`src/hbc_pkg.sv`:
```
// Purpose: shared constants and types for the hardware breakpoint compare unit
// Assumes: 32-bit memory-mapped bus, one register per aligned word
// Notes:   register indices are scaled by four to form byte addresses
package hbc_pkg;

    // register indices; byte address is four times the index
    localparam logic [5:0] HBC_IDX_CTRL0   = 6'h20;
    localparam logic [5:0] HBC_IDX_CTRL1   = 6'h21;
    localparam logic [5:0] HBC_IDX_ADDR_HI = 6'h22;
    localparam logic [5:0] HBC_IDX_ADDR_LO = 6'h23;
    localparam logic [5:0] HBC_IDX_DATA_HI = 6'h24;
    localparam logic [5:0] HBC_IDX_DATA_LO = 6'h25;
    localparam logic [5:0] HBC_IDX_STATUS  = 6'h26;

    // break_control_0 field positions
    localparam int HBC_C0_MODE_HI   = 7;
    localparam int HBC_C0_MODE_LO   = 6;
    localparam int HBC_C0_PROG_ONLY = 5;
    localparam int HBC_C0_SIZE_SEL  = 2;
    localparam int HBC_C0_RANGE2    = 1;
    localparam int HBC_C0_RANGE1    = 0;

    // break_control_1 field positions
    localparam int HBC_C1_DATA_EN   = 6;
    localparam int HBC_C1_HI_MASK   = 5;
    localparam int HBC_C1_LO_MASK   = 4;
    localparam int HBC_C1_DIR2_EN   = 3;
    localparam int HBC_C1_DIR2_VAL  = 2;
    localparam int HBC_C1_DIR1_EN   = 1;
    localparam int HBC_C1_DIR1_VAL  = 0;

    // status field positions
    localparam int HBC_ST_HIT1      = 0;
    localparam int HBC_ST_HIT2      = 1;
    localparam int HBC_ST_PEND      = 2;

    // reset values, control 1 write mask and zero read word
    localparam logic [7:0]  HBC_RST_BYTE  = 8'h00;
    localparam logic [7:0]  HBC_C1_WMASK  = 8'h7f;
    localparam logic [31:0] HBC_RD_ZERO   = 32'h0000_0000;

    // breakpoint mode select encodings
    typedef enum logic [1:0]
    {
        HBC_MODE_OFF      = 2'b00,
        HBC_MODE_SWI_DUAL = 2'b01,
        HBC_MODE_DBG_FULL = 2'b10,
        HBC_MODE_DBG_DUAL = 2'b11
    } hbc_mode_t;

endpackage

```
`src/hbc_breakpoint.sv`:
```
// Purpose: hardware breakpoint compare unit with an Avalon-MM register slave
// Assumes: cpu bus inputs are synchronous to clk_in and stable for one cycle per bus cycle
// Notes:   program-only breaks are tagged at fetch; the cpu reports tagged execution back
//
// Function
// two mode bits select off, swi dual, full, dbg dual
// no breakpoint while background debug mode active
// only swi dual mode raises software interrupts
// swi dual mode ignores direction compare bits
// data enable bit enables second address breakpoint
// size select ignored in dual modes
// debug entry only when debug controller permits
// dbg dual qualifies by program-only, range, direction
// address regs vs address; data regs by mode
// program-only breaks only on executed matched opcodes
// swi dual mode always uses program breakpoints
// second range bit selects 8 or 16 bits
// first range bit clear drops low address byte
// data enable clear removes data registers entirely
// full mode high mask drops data bits 15:8
// full mode low mask drops data bits 7:0
// control 1 resets zero, top bit reads zero
// software selects debug modes only when enabled; here ctrl0 mode bits are written regardless of bdm_enable_in
// direction value one matches reads, zero writes
// match gives one-cycle debug or swi request
module hbc_breakpoint
    import hbc_pkg::*;
(
    input  wire logic        clk_in,
    input  wire logic        reset_in,
    input  wire logic [7:0]  avs_address_in,
    input  wire logic        avs_read_in,
    input  wire logic        avs_write_in,
    input  wire logic [31:0] avs_writedata_in,
    input  wire logic [3:0]  avs_byteenable_in,
    output logic      [31:0] avs_readdata_out,
    output logic             avs_waitrequest_out,
    input  wire logic [15:0] cpu_addr_in,
    input  wire logic [15:0] cpu_data_in,
    input  wire logic        cpu_read_in,
    input  wire logic        cpu_valid_in,
    input  wire logic        cpu_fetch_in,
    input  wire logic        cpu_boundary_in,
    input  wire logic        cpu_tag_exec_in,
    input  wire logic        bdm_active_in,
    input  wire logic        bdm_enable_in,
    output logic             tag_out,
    output logic             dbg_req_out,
    output logic             swi_req_out
);

    // whole module state in one record
    typedef struct packed
    {
        logic [7:0]  ctrl0;
        logic [7:0]  ctrl1;
        logic [7:0]  addr_hi;
        logic [7:0]  addr_lo;
        logic [7:0]  data_hi;
        logic [7:0]  data_lo;
        logic [1:0]  hit;
        logic        pend;
        logic        wait_n;
        logic [31:0] rdata;
        logic        tag;
        logic        dbg_req;
        logic        swi_req;
    } hbc_state_t;

    hbc_state_t st_q;
    hbc_state_t st_d;

    // decoded control fields
    hbc_mode_t  mode;
    logic       dual_mode;
    logic       prog_eff;
    logic       dir_used;
    logic       data_en;
    logic       hi_masked;
    logic       lo_masked;
    logic       hi_eq0;
    logic       lo_eq0;
    logic       dhi_eq;
    logic       dlo_eq;
    logic       dir_ok0;
    logic       dir_ok1;
    logic       data_ok;
    logic       bp0_match;
    logic       bp1_match;
    logic       any_match;
    logic       bus_req;
    logic       bus_take;
    logic [5:0] reg_idx;
    logic [31:0] rd_val;

    // field decode
    always_comb
    begin
        mode      = hbc_mode_t'({st_q.ctrl0[HBC_C0_MODE_HI], st_q.ctrl0[HBC_C0_MODE_LO]});
        dual_mode = (mode == HBC_MODE_SWI_DUAL) || (mode == HBC_MODE_DBG_DUAL);
        // swi dual always tags program fetches
        prog_eff  = (mode == HBC_MODE_SWI_DUAL) || st_q.ctrl0[HBC_C0_PROG_ONLY];
        // direction compare is meaningless in swi dual mode
        dir_used  = (mode != HBC_MODE_SWI_DUAL);
        data_en   = st_q.ctrl1[HBC_C1_DATA_EN];
        // size select narrows the data compare only in full mode
        hi_masked = st_q.ctrl1[HBC_C1_HI_MASK]
                    || (!dual_mode && st_q.ctrl0[HBC_C0_SIZE_SEL]);
        lo_masked = st_q.ctrl1[HBC_C1_LO_MASK];
    end

    // comparators against the cpu buses
    always_comb
    begin
        hi_eq0  = (cpu_addr_in[15:8] == st_q.addr_hi);
        lo_eq0  = !st_q.ctrl0[HBC_C0_RANGE1] || (cpu_addr_in[7:0] == st_q.addr_lo);
        // data registers hold a second address in dual modes
        dhi_eq  = dual_mode ? (cpu_addr_in[15:8] == st_q.data_hi)
                            : (hi_masked || (cpu_data_in[15:8] == st_q.data_hi));
        dlo_eq  = dual_mode ? (!st_q.ctrl0[HBC_C0_RANGE2] || (cpu_addr_in[7:0] == st_q.data_lo))
                            : (lo_masked || (cpu_data_in[7:0] == st_q.data_lo));
        dir_ok0 = !dir_used || !st_q.ctrl1[HBC_C1_DIR1_EN]
                  || (cpu_read_in == st_q.ctrl1[HBC_C1_DIR1_VAL]);
        dir_ok1 = !dir_used || !st_q.ctrl1[HBC_C1_DIR2_EN]
                  || (cpu_read_in == st_q.ctrl1[HBC_C1_DIR2_VAL]);
        // in full mode the data compare joins the single breakpoint
        data_ok = dual_mode || !data_en || (dhi_eq && dlo_eq);
    end

    // breakpoint match qualification
    always_comb
    begin
        bp0_match = (mode != HBC_MODE_OFF) && cpu_valid_in && !bdm_active_in
                    && hi_eq0 && lo_eq0 && dir_ok0 && data_ok;
        bp1_match = dual_mode && data_en && cpu_valid_in && !bdm_active_in
                    && dhi_eq && dlo_eq && dir_ok1;
        // with program-only set only opcode fetches may match
        any_match = (bp0_match || bp1_match) && (!prog_eff || cpu_fetch_in);
    end

    // register read mux
    always_comb
    begin
        reg_idx = avs_address_in[7:2];
        rd_val  = HBC_RD_ZERO;
        unique case (reg_idx)
            HBC_IDX_CTRL0:   rd_val[7:0] = st_q.ctrl0;
            HBC_IDX_CTRL1:   rd_val[7:0] = st_q.ctrl1 & HBC_C1_WMASK;
            HBC_IDX_ADDR_HI: rd_val[7:0] = st_q.addr_hi;
            HBC_IDX_ADDR_LO: rd_val[7:0] = st_q.addr_lo;
            HBC_IDX_DATA_HI: rd_val[7:0] = st_q.data_hi;
            HBC_IDX_DATA_LO: rd_val[7:0] = st_q.data_lo;
            HBC_IDX_STATUS:
            begin
                rd_val[HBC_ST_HIT1] = st_q.hit[0];
                rd_val[HBC_ST_HIT2] = st_q.hit[1];
                rd_val[HBC_ST_PEND] = st_q.pend;
            end
            default:         rd_val = HBC_RD_ZERO;
        endcase
    end

    // next-state logic: bus slave, match tracking and cpu requests
    always_comb
    begin
        st_d     = st_q;
        bus_req  = avs_read_in || avs_write_in;
        // a held request completes on the edge where wait is low
        bus_take = bus_req && !st_q.wait_n;
        st_d.wait_n = !(bus_req && st_q.wait_n);
        if (bus_req && st_q.wait_n)
        begin
            st_d.rdata = avs_read_in ? rd_val : HBC_RD_ZERO;
        end

        // register writes, low byte lane only
        if (bus_take && avs_write_in && avs_byteenable_in[0])
        begin
            unique case (reg_idx)
                HBC_IDX_CTRL0:   st_d.ctrl0   = avs_writedata_in[7:0];
                HBC_IDX_CTRL1:   st_d.ctrl1   = avs_writedata_in[7:0] & HBC_C1_WMASK;
                HBC_IDX_ADDR_HI: st_d.addr_hi = avs_writedata_in[7:0];
                HBC_IDX_ADDR_LO: st_d.addr_lo = avs_writedata_in[7:0];
                HBC_IDX_DATA_HI: st_d.data_hi = avs_writedata_in[7:0];
                HBC_IDX_DATA_LO: st_d.data_lo = avs_writedata_in[7:0];
                HBC_IDX_STATUS:
                begin
                    // write one to clear the hit flags
                    if (avs_writedata_in[HBC_ST_HIT1])
                    begin
                        st_d.hit[0] = 1'b0;
                    end
                    if (avs_writedata_in[HBC_ST_HIT2])
                    begin
                        st_d.hit[1] = 1'b0;
                    end
                end
                default:         st_d.ctrl0 = st_q.ctrl0;
            endcase
        end

        // hit flags set after the clear so a same-cycle hit survives
        if (any_match && bp0_match)
        begin
            st_d.hit[0] = 1'b1;
        end
        if (any_match && bp1_match)
        begin
            st_d.hit[1] = 1'b1;
        end

        // request outputs default to idle each cycle
        st_d.tag     = 1'b0;
        st_d.dbg_req = 1'b0;
        st_d.swi_req = 1'b0;

        // program breaks mark the fetched opcode; data breaks wait for a boundary
        if (any_match && prog_eff)
        begin
            st_d.tag = 1'b1;
        end

        // pending boundary break issued at the next instruction boundary
        if (st_q.pend && cpu_boundary_in)
        begin
            st_d.pend    = 1'b0;
            st_d.dbg_req = bdm_enable_in && !bdm_active_in && (mode != HBC_MODE_OFF);
        end
        if (any_match && !prog_eff)
        begin
            st_d.pend = 1'b1;
        end

        // tagged opcode reached execution
        if (cpu_tag_exec_in && !bdm_active_in && (mode != HBC_MODE_OFF))
        begin
            st_d.swi_req = (mode == HBC_MODE_SWI_DUAL);
            st_d.dbg_req = (mode != HBC_MODE_SWI_DUAL) && bdm_enable_in;
        end

        // entering debug or turning breakpoints off drops any waiting break
        if (bdm_active_in || (mode == HBC_MODE_OFF))
        begin
            st_d.pend    = 1'b0;
            st_d.tag     = 1'b0;
            st_d.dbg_req = 1'b0;
            st_d.swi_req = 1'b0;
        end
    end

    // state register with synchronous reset
    always_ff @(posedge clk_in)
    begin
        if (reset_in)
        begin
            st_q.ctrl0   <= HBC_RST_BYTE;
            st_q.ctrl1   <= HBC_RST_BYTE;
            st_q.addr_hi <= HBC_RST_BYTE;
            st_q.addr_lo <= HBC_RST_BYTE;
            st_q.data_hi <= HBC_RST_BYTE;
            st_q.data_lo <= HBC_RST_BYTE;
            st_q.hit     <= 2'h0;
            st_q.pend    <= 1'b0;
            st_q.wait_n  <= 1'b1;
            st_q.rdata   <= HBC_RD_ZERO;
            st_q.tag     <= 1'b0;
            st_q.dbg_req <= 1'b0;
            st_q.swi_req <= 1'b0;
        end
        else
        begin
            st_q <= st_d;
        end
    end

    // outputs straight from the state flops
    assign avs_readdata_out    = st_q.rdata;
    assign avs_waitrequest_out = st_q.wait_n;
    assign tag_out             = st_q.tag;
    assign dbg_req_out         = st_q.dbg_req;
    assign swi_req_out         = st_q.swi_req;
endmodule

```
`config.mk`:
```
export PLATFORM = sky130hd
export DESIGN_NAME = hbc_breakpoint
export DESIGN_NICKNAME = d
export VERILOG_FILES = /design/src/hbc_pkg.sv /design/src/hbc_breakpoint.sv
export SDC_FILE = /design/constraint.sdc
export NUM_CORES = 1
export LEC_CHECK = 0
export BUFFER_PORTS_ARGS = -buffer_cell sky130_fd_sc_hd__clkbuf_2
export CORE_ASPECT_RATIO = 2
export CORE_MARGIN = 2
export CORE_UTILIZATION = 35
export DETAILED_ROUTE_END_ITERATION = 8
export PLACE_DENSITY = 0.68
export SETUP_SLACK_MARGIN = 0.2
export SLEW_MARGIN = 20
export SYNTH_ARGS = -nofsm -noshare
export SYNTH_HDL_FRONTEND = slang
export SYNTH_SLANG_ARGS = --single-unit
```
`constraint.sdc`:
```
create_clock -name clk_in -period 2.8 [get_ports clk_in]
set_clock_uncertainty 0.1 [all_clocks]
set_input_delay 0.14 -clock clk_in [delete_from_list [all_inputs] [get_ports clk_in]]
set_output_delay 0.14 -clock clk_in [all_outputs]
set_load 0.01 [all_outputs]
```
==> results of run 1 <==
[per-layer routing]
metal,part of all wire,vias to the layer above,global-route usage
li1,-,1564,-
met1,0.34,1549,0.223
met2,0.52,196,0.361
met3,0.064,44,0.0367
met4,0.070,0,0.141
met5,0,-,0
[power by group]
group,switching (W),total (W),internal (W)
combinational,0.000114,0.000183,0.0000694
clock,0.000405,0.00120,0.000799
sequential,0.00000169,0.000886,0.000884
[sequential cells by signal (all words and copies together) (netlist names)]
signal,flops
avs_waitrequest_out,1
data_en,1
swi_req_out,1
dbg_req_out,1
st_q,46
avs_readdata_out,8
tag_out,1
lo_masked,1
mode,2
[layout by cell type, fill, tap and decap left out, drive strengths merged, types with 4 or more instances in the layout]
| cell type | instances |
|---|---|
| buf | 8 |
| nor4 | 6 |
| inv | 4 |
| nor3 | 5 |
| clkbuf | 79 |
| a31oi | 4 |
| o21ai | 6 |
| xnor2 | 22 |
| a21oi | 45 |
| xor2 | 28 |
| a22oi | 9 |
| dlygate4sd3 | 5 |
| nor2 | 22 |
| nand3 | 37 |
| a222oi | 7 |
| mux2i | 11 |
| nand4 | 4 |
| nand2 | 69 |
| conb | 24 |
| dfxtp | 62 |
| a21o | 7 |
| and3 | 4 |
[synth_stat cells (all sizes together) (2+ instances only)]
| master | count |
|---|---|
| nand2 | 69 |
| nand3b | 2 |
| a21o | 7 |
| nor2 | 22 |
| o21ai | 6 |
| nor3 | 5 |
| xnor2 | 22 |
| a21oi | 45 |
| clkbuf | 12 |
| mux2i | 11 |
| nor2b | 3 |
| buf | 39 |
| nor4 | 6 |
| a222oi | 7 |
| nand2b | 3 |
| nand3 | 37 |
| xor2 | 28 |
| a31oi | 4 |
| a2111oi | 3 |
| nand4 | 4 |
| a22oi | 9 |
| dfxtp | 62 |
| and3 | 4 |
| inv | 4 |
[critical path: stages, from the launching register on]
cell and delay, ns:
dfxtp_1 0.38, xor2_1 0.19, nor4_1 0.41, a211oi_1 0.16
a2111oi_2 0.48, nor2_1 0.10, nor3_1 0.19
[worst paths after layout]
check | startpoint | end | slack (ns) | depth (start not counted)
max | st_q[42] | tag_out | 0.72 | 6
max reg2reg | st_q[42] | tag_out | 0.72 | 6
min reg2reg | avs_readdata_out[3] | avs_readdata_out[3] | 0.35 | 1
min | cpu_boundary_in | st_q[36] | 0.005 | 4
[logic make-up (layout without fill, tap and decap cells)]
group	Yosys count	after routing	synth area share
other cells	1	24	0.00107
xor+xnor	50	50	0.125
flops	62	62	0.354
buf+inv	55	102	0.101
compound gates	88	88	0.161
mux	11	11	0.0314
simple gates	162	162	0.227
[per-stage QoR]
stage	instance area (um2)	total power (W)	hold slack, ns
after floorplan	3590	0.00102	0.140
after global placement	3820	0.00108	0.256
after detailed placement	3820	0.00108	0.264
after CTS	4200	0.00228	0.00656
after global routing	4200	0.00233	0.0401
final	4200	0.00227	0.00501
[layout make-up]
class | count | area [um2] | area share
Clock buffer | 10 | 239 | 0.0569
Clock inverter | 6 | 85.1 | 0.0203
Inverter | 4 | 15.0 | 0.00358
Multi-Input combinational cell | 335 | 2000 | 0.476
Sequential cell | 62 | 1240 | 0.296
Tap cell | 132 | 165 | 0.0393
Timing Repair Buffer | 82 | 455 | 0.108
==> impl_metrics.ini, run 1 <==
[yosys]
synth_area_leaders = dfxtp_1 35%, buf_4 7.3%, nand2_1 7.3%, xor2_1 7.0%, a21oi_1 6.4%
yosys.area.top_type = dfxtp_1
async_reset_ff_frac = 0
yosys_most_used_dff = dfxtp_1
yosysUniqueCellTypes = 48
netlist_area_mm2 = 0.00350
yosys_register_bits = 62
syn_area_per_cell_um2 = 8.17
ys_warn_count = 0
synth-edff-count = 0
yosysSeqAreaShare = 0.354
synthCells = 429
synth_top_area_share = 0.354

[clocking]
cts_tree = done
holdBufCountCts = 5
cts_buffers = 9
clk_pin_slew_worst_paths_ns = 0.06
ctsHtreeMaxLevel = 3
cts-root-buf = clkbuf_16
ctsResizeCount = 0
clock_latency_ns = 0.33
cts_max_path_buffers = 2
clkSinkCount = 62
postCtsSetupRepairBufs = 0

[global_route]
grt_max_degree = 53
antenna_found_initial = 0
overflow = 0
grt_pass1_vias = 3207
grt_pass1_wl_um = 17000
grt_usage = 0.210

[floorplan]
rows = 51
die_w_um = 74.8
die_area_mm2 = 0.0109
fp.dieH_um = 146
pin_count = 123
core_mm2 = 0.00976
initial_core_util = 0.359

[layout]
synthToLayoutAreaGrowth_pct = 19.8
fillers = 1030
drive_gt1_frac = 0.208
postLayoutCoreUtil = 0.430
layout.cells.non_filler = 631
n_antenna_cell = 0
fin_nets = 581

[setup_path]
startpoint_type = flip-flop
critPathMaxFanout = 4
cp.arrival_ns = 2.23
cp-end-kind = flip-flop
cp_data_required_time_ns = 2.95
crit_type = reg2reg

[timing]
relSlewSlack = 0.598
period_needed_ns = 2.08
setup_ws_ns = 0.721
drv_slew = 0
finalCritPeriodShare = 0.743
finalHoldViolations = 0
tightest_slew_ns = 0.601
tns_ns = 0
rsz0062_at_grt = no
finalSetupViolCount = 0
fmax_mhz = 481

[placement]
place.gp.congestion = 1.01
hpwl_um = 8630
dp_cells = 610
post-place-ws_ns = 0.652
portBuffers = 69

[run_status]
status = completed

[power_and_ir_drop]
leakage_nw = 1.67
power_density_mw_per_mm2 = 542
ir_drop_mv = 0.345

[worst_hold_path]
hp-class = in2reg

[detailed_routing]
via_count = 3353
wl_per_cell_um = 17.7
drt-initial-drc-count = 254
ant_nets = 0
drt_drc_violations_left = 0
firstDrtPassIters = 7
via_per_inst = 5.31
routed_wl_um = 11200

[flow_run]
drv_cap = 0
Power figures use the tool's default switching activity.
==> run 2, diff against run 1 <==
==> constraint.sdc (replaced) <==
create_clock -name clk_in -period 2 [get_ports clk_in]
set_clock_uncertainty 0.1 [all_clocks]
set_input_delay 0.1 -clock clk_in [delete_from_list [all_inputs] [get_ports clk_in]]
set_output_delay 0.1 -clock clk_in [all_outputs]
set_load 0.01 [all_outputs]
==> run 2 against run 1 <==
  * Critical path depth increased by 2
  * Design area increased by 8.8%
  * Critical path type unchanged
  * Register-to-register slack got worse by 0.65 ns
  * Via count increased by 6.9%
  * First-iteration DRC count increased by 46%
  * Utilization increased by 3.8 points
  * Combinational power increased by 53%
  * Flip-flop and latch count unchanged
  * Non-clock buffer count increased by 35
  * Sequential power increased by 40%
==> impl_metrics.ini, run 2 (synthesized netlist as in run 1, its figures left out) <==
[run_status]
status = completed

[layout]
drive_gt1_frac = 0.296
top_register = st_q
layout_commonest_cell = clkbuf_2
largest_reg_flops = 46
fin_nets = 616
n_antenna_cell = 0
layout.cells.non_filler = 665
synthToLayoutAreaGrowth_pct = 30.3
fillers = 962
fin_area_mm2 = 0.00457
mostFrequentLayoutCells = 69 x clkbuf_2, 68 x nand2_1, 51 x dfxtp_1

[floorplan]
die_w_um = 74.8
fp.dieH_um = 146
pin_count = 123
die_area_mm2 = 0.0109
initial_core_util = 0.359
core_mm2 = 0.00976
rows = 51

[clocking]
cts_tree = done
clkSinkCount = 62
cts-root-buf = clkbuf_16
cts_buffers = 9
ctsHtreeMaxLevel = 3
cts_max_path_buffers = 2
clk_pin_slew_worst_paths_ns = 0.05
clock_latency_ns = 0.33

[setup_path]
critPathMaxFanout = 3
cp_data_required_time_ns = 2.12
cp.arrival_ns = 2.04
cp-end-kind = flip-flop
startpoint_type = flip-flop
crit_type = reg2reg

[global_route]
grt_pass1_wl_um = 17700
overflow = 0
grt_pass1_vias = 3540
grt_usage = 0.221
antenna_found_initial = 0
grt_max_degree = 52

[placement]
placed_area_mm2 = 0.00405
place.gp.congestion = 1.01
dp_cells = 640
portBuffers = 69
hpwl_um = 9180

[detailed_routing]
wl_per_cell_um = 18.0
routed_wl_um = 11900
drt_drc_violations_left = 0
via_per_inst = 5.39
drt-initial-drc-count = 371
ant_nets = 0
firstDrtPassIters = 5
via_count = 3585

[timing]
tns_ns = 0
finalHoldViolations = 0
finalCritPeriodShare = 0.963
relSlewSlack = 0.579
period_needed_ns = 1.93
tightest_slew_ns = 0.632
drv_slew = 0
finalSetupViolCount = 0
hold_slack_ns = 0.0247
fmax_mhz = 519
rsz0062_at_grt = yes

[worst_hold_path]
hp-class = in2reg

[flow_run]
drv_cap = 0

[power_and_ir_drop]
ir_drop_mv = 0.398
p_total_w = 0.00305
leakage_nw = 1.87
power_density_mw_per_mm2 = 668
-- run 2: changes by cell type in the layout (fill, tap and decap cells not counted), moves of 3 or more --
cell     before  now
dfxtp_2       0   11
nor4_1        6    3
buf_4         8   41
xor2_1       28   24
dfxtp_1      62   51
xor2_2        0    4
-- run 2: path summary, 6_finish.rpt --
check / from / end / slack (ns) / depth (start not counted)
hold / removal: avs_writedata_in[7] / st_q[70] / 0.02 / 3
setup / recovery: st_q[47] / st_q[36] / 0.07 / 8
setup reg to reg: st_q[47] / st_q[36] / 0.07 / 8
hold reg to reg: avs_readdata_out[3] / avs_readdata_out[3] / 0.35 / 1
-- run 2: layout make-up --
cell class	instances	area, um2	share of cell area
timing repair buffer	117	723	0.158
clock buffer	10	239	0.0523
clock inverter	5	50.0	0.0110
multi-input combinational	335	2120	0.464
tap	132	165	0.0362
sequential	62	1250	0.275
inverter	4	15.0	0.00329
-- run 2: stage by stage --
stage,worst slack [ns],utilization
5_1_grt,-0.0178,0.468
3_5_place_dp,-0.321,0.415
3_3_place_gp,-0.238,0.415
6_report,0.0735,0.468
2_1_floorplan,0.242,-
4_1_cts,0.0488,0.460
-- run 2: power by group --
group | internal [W] | switching [W]
combinational | 0.000106 | 0.000174
sequential | 0.00124 | 0.00000202
clock | 0.000980 | 0.000549
-- run 2: timing repair --
item	CTS	global route
pin swaps	14	8
gates cloned	0	0
gates resized for setup	17	11
hold endpoints to repair	5	0
hold buffers	7	0
endpoints found under the setup margin	3	3
buffers inserted	2	1
-- run 2: critical path, cell delays in order, from the launching register on --
cell and delay, ns:
dfxtp_1 0.40, xor2_2 0.23, nor4_4 0.07, buf_4 0.15, a2111oi_4 0.39, a2111oi_4 0.08, buf_4 0.16, o211ai_1 0.16
a21boi_1 0.08
-- run 2: routing by layer --
| layer | vias to the layer above | GRT usage | wire length, um |
|---|---|---|---|
| li1 | 1641 | - | - |
| met1 | 1671 | 0.219 | 3970 |
| met2 | 216 | 0.381 | 6260 |
| met3 | 57 | 0.0457 | 862 |
| met4 | 0 | 0.167 | 843 |
| met5 | - | 0 | 0 |
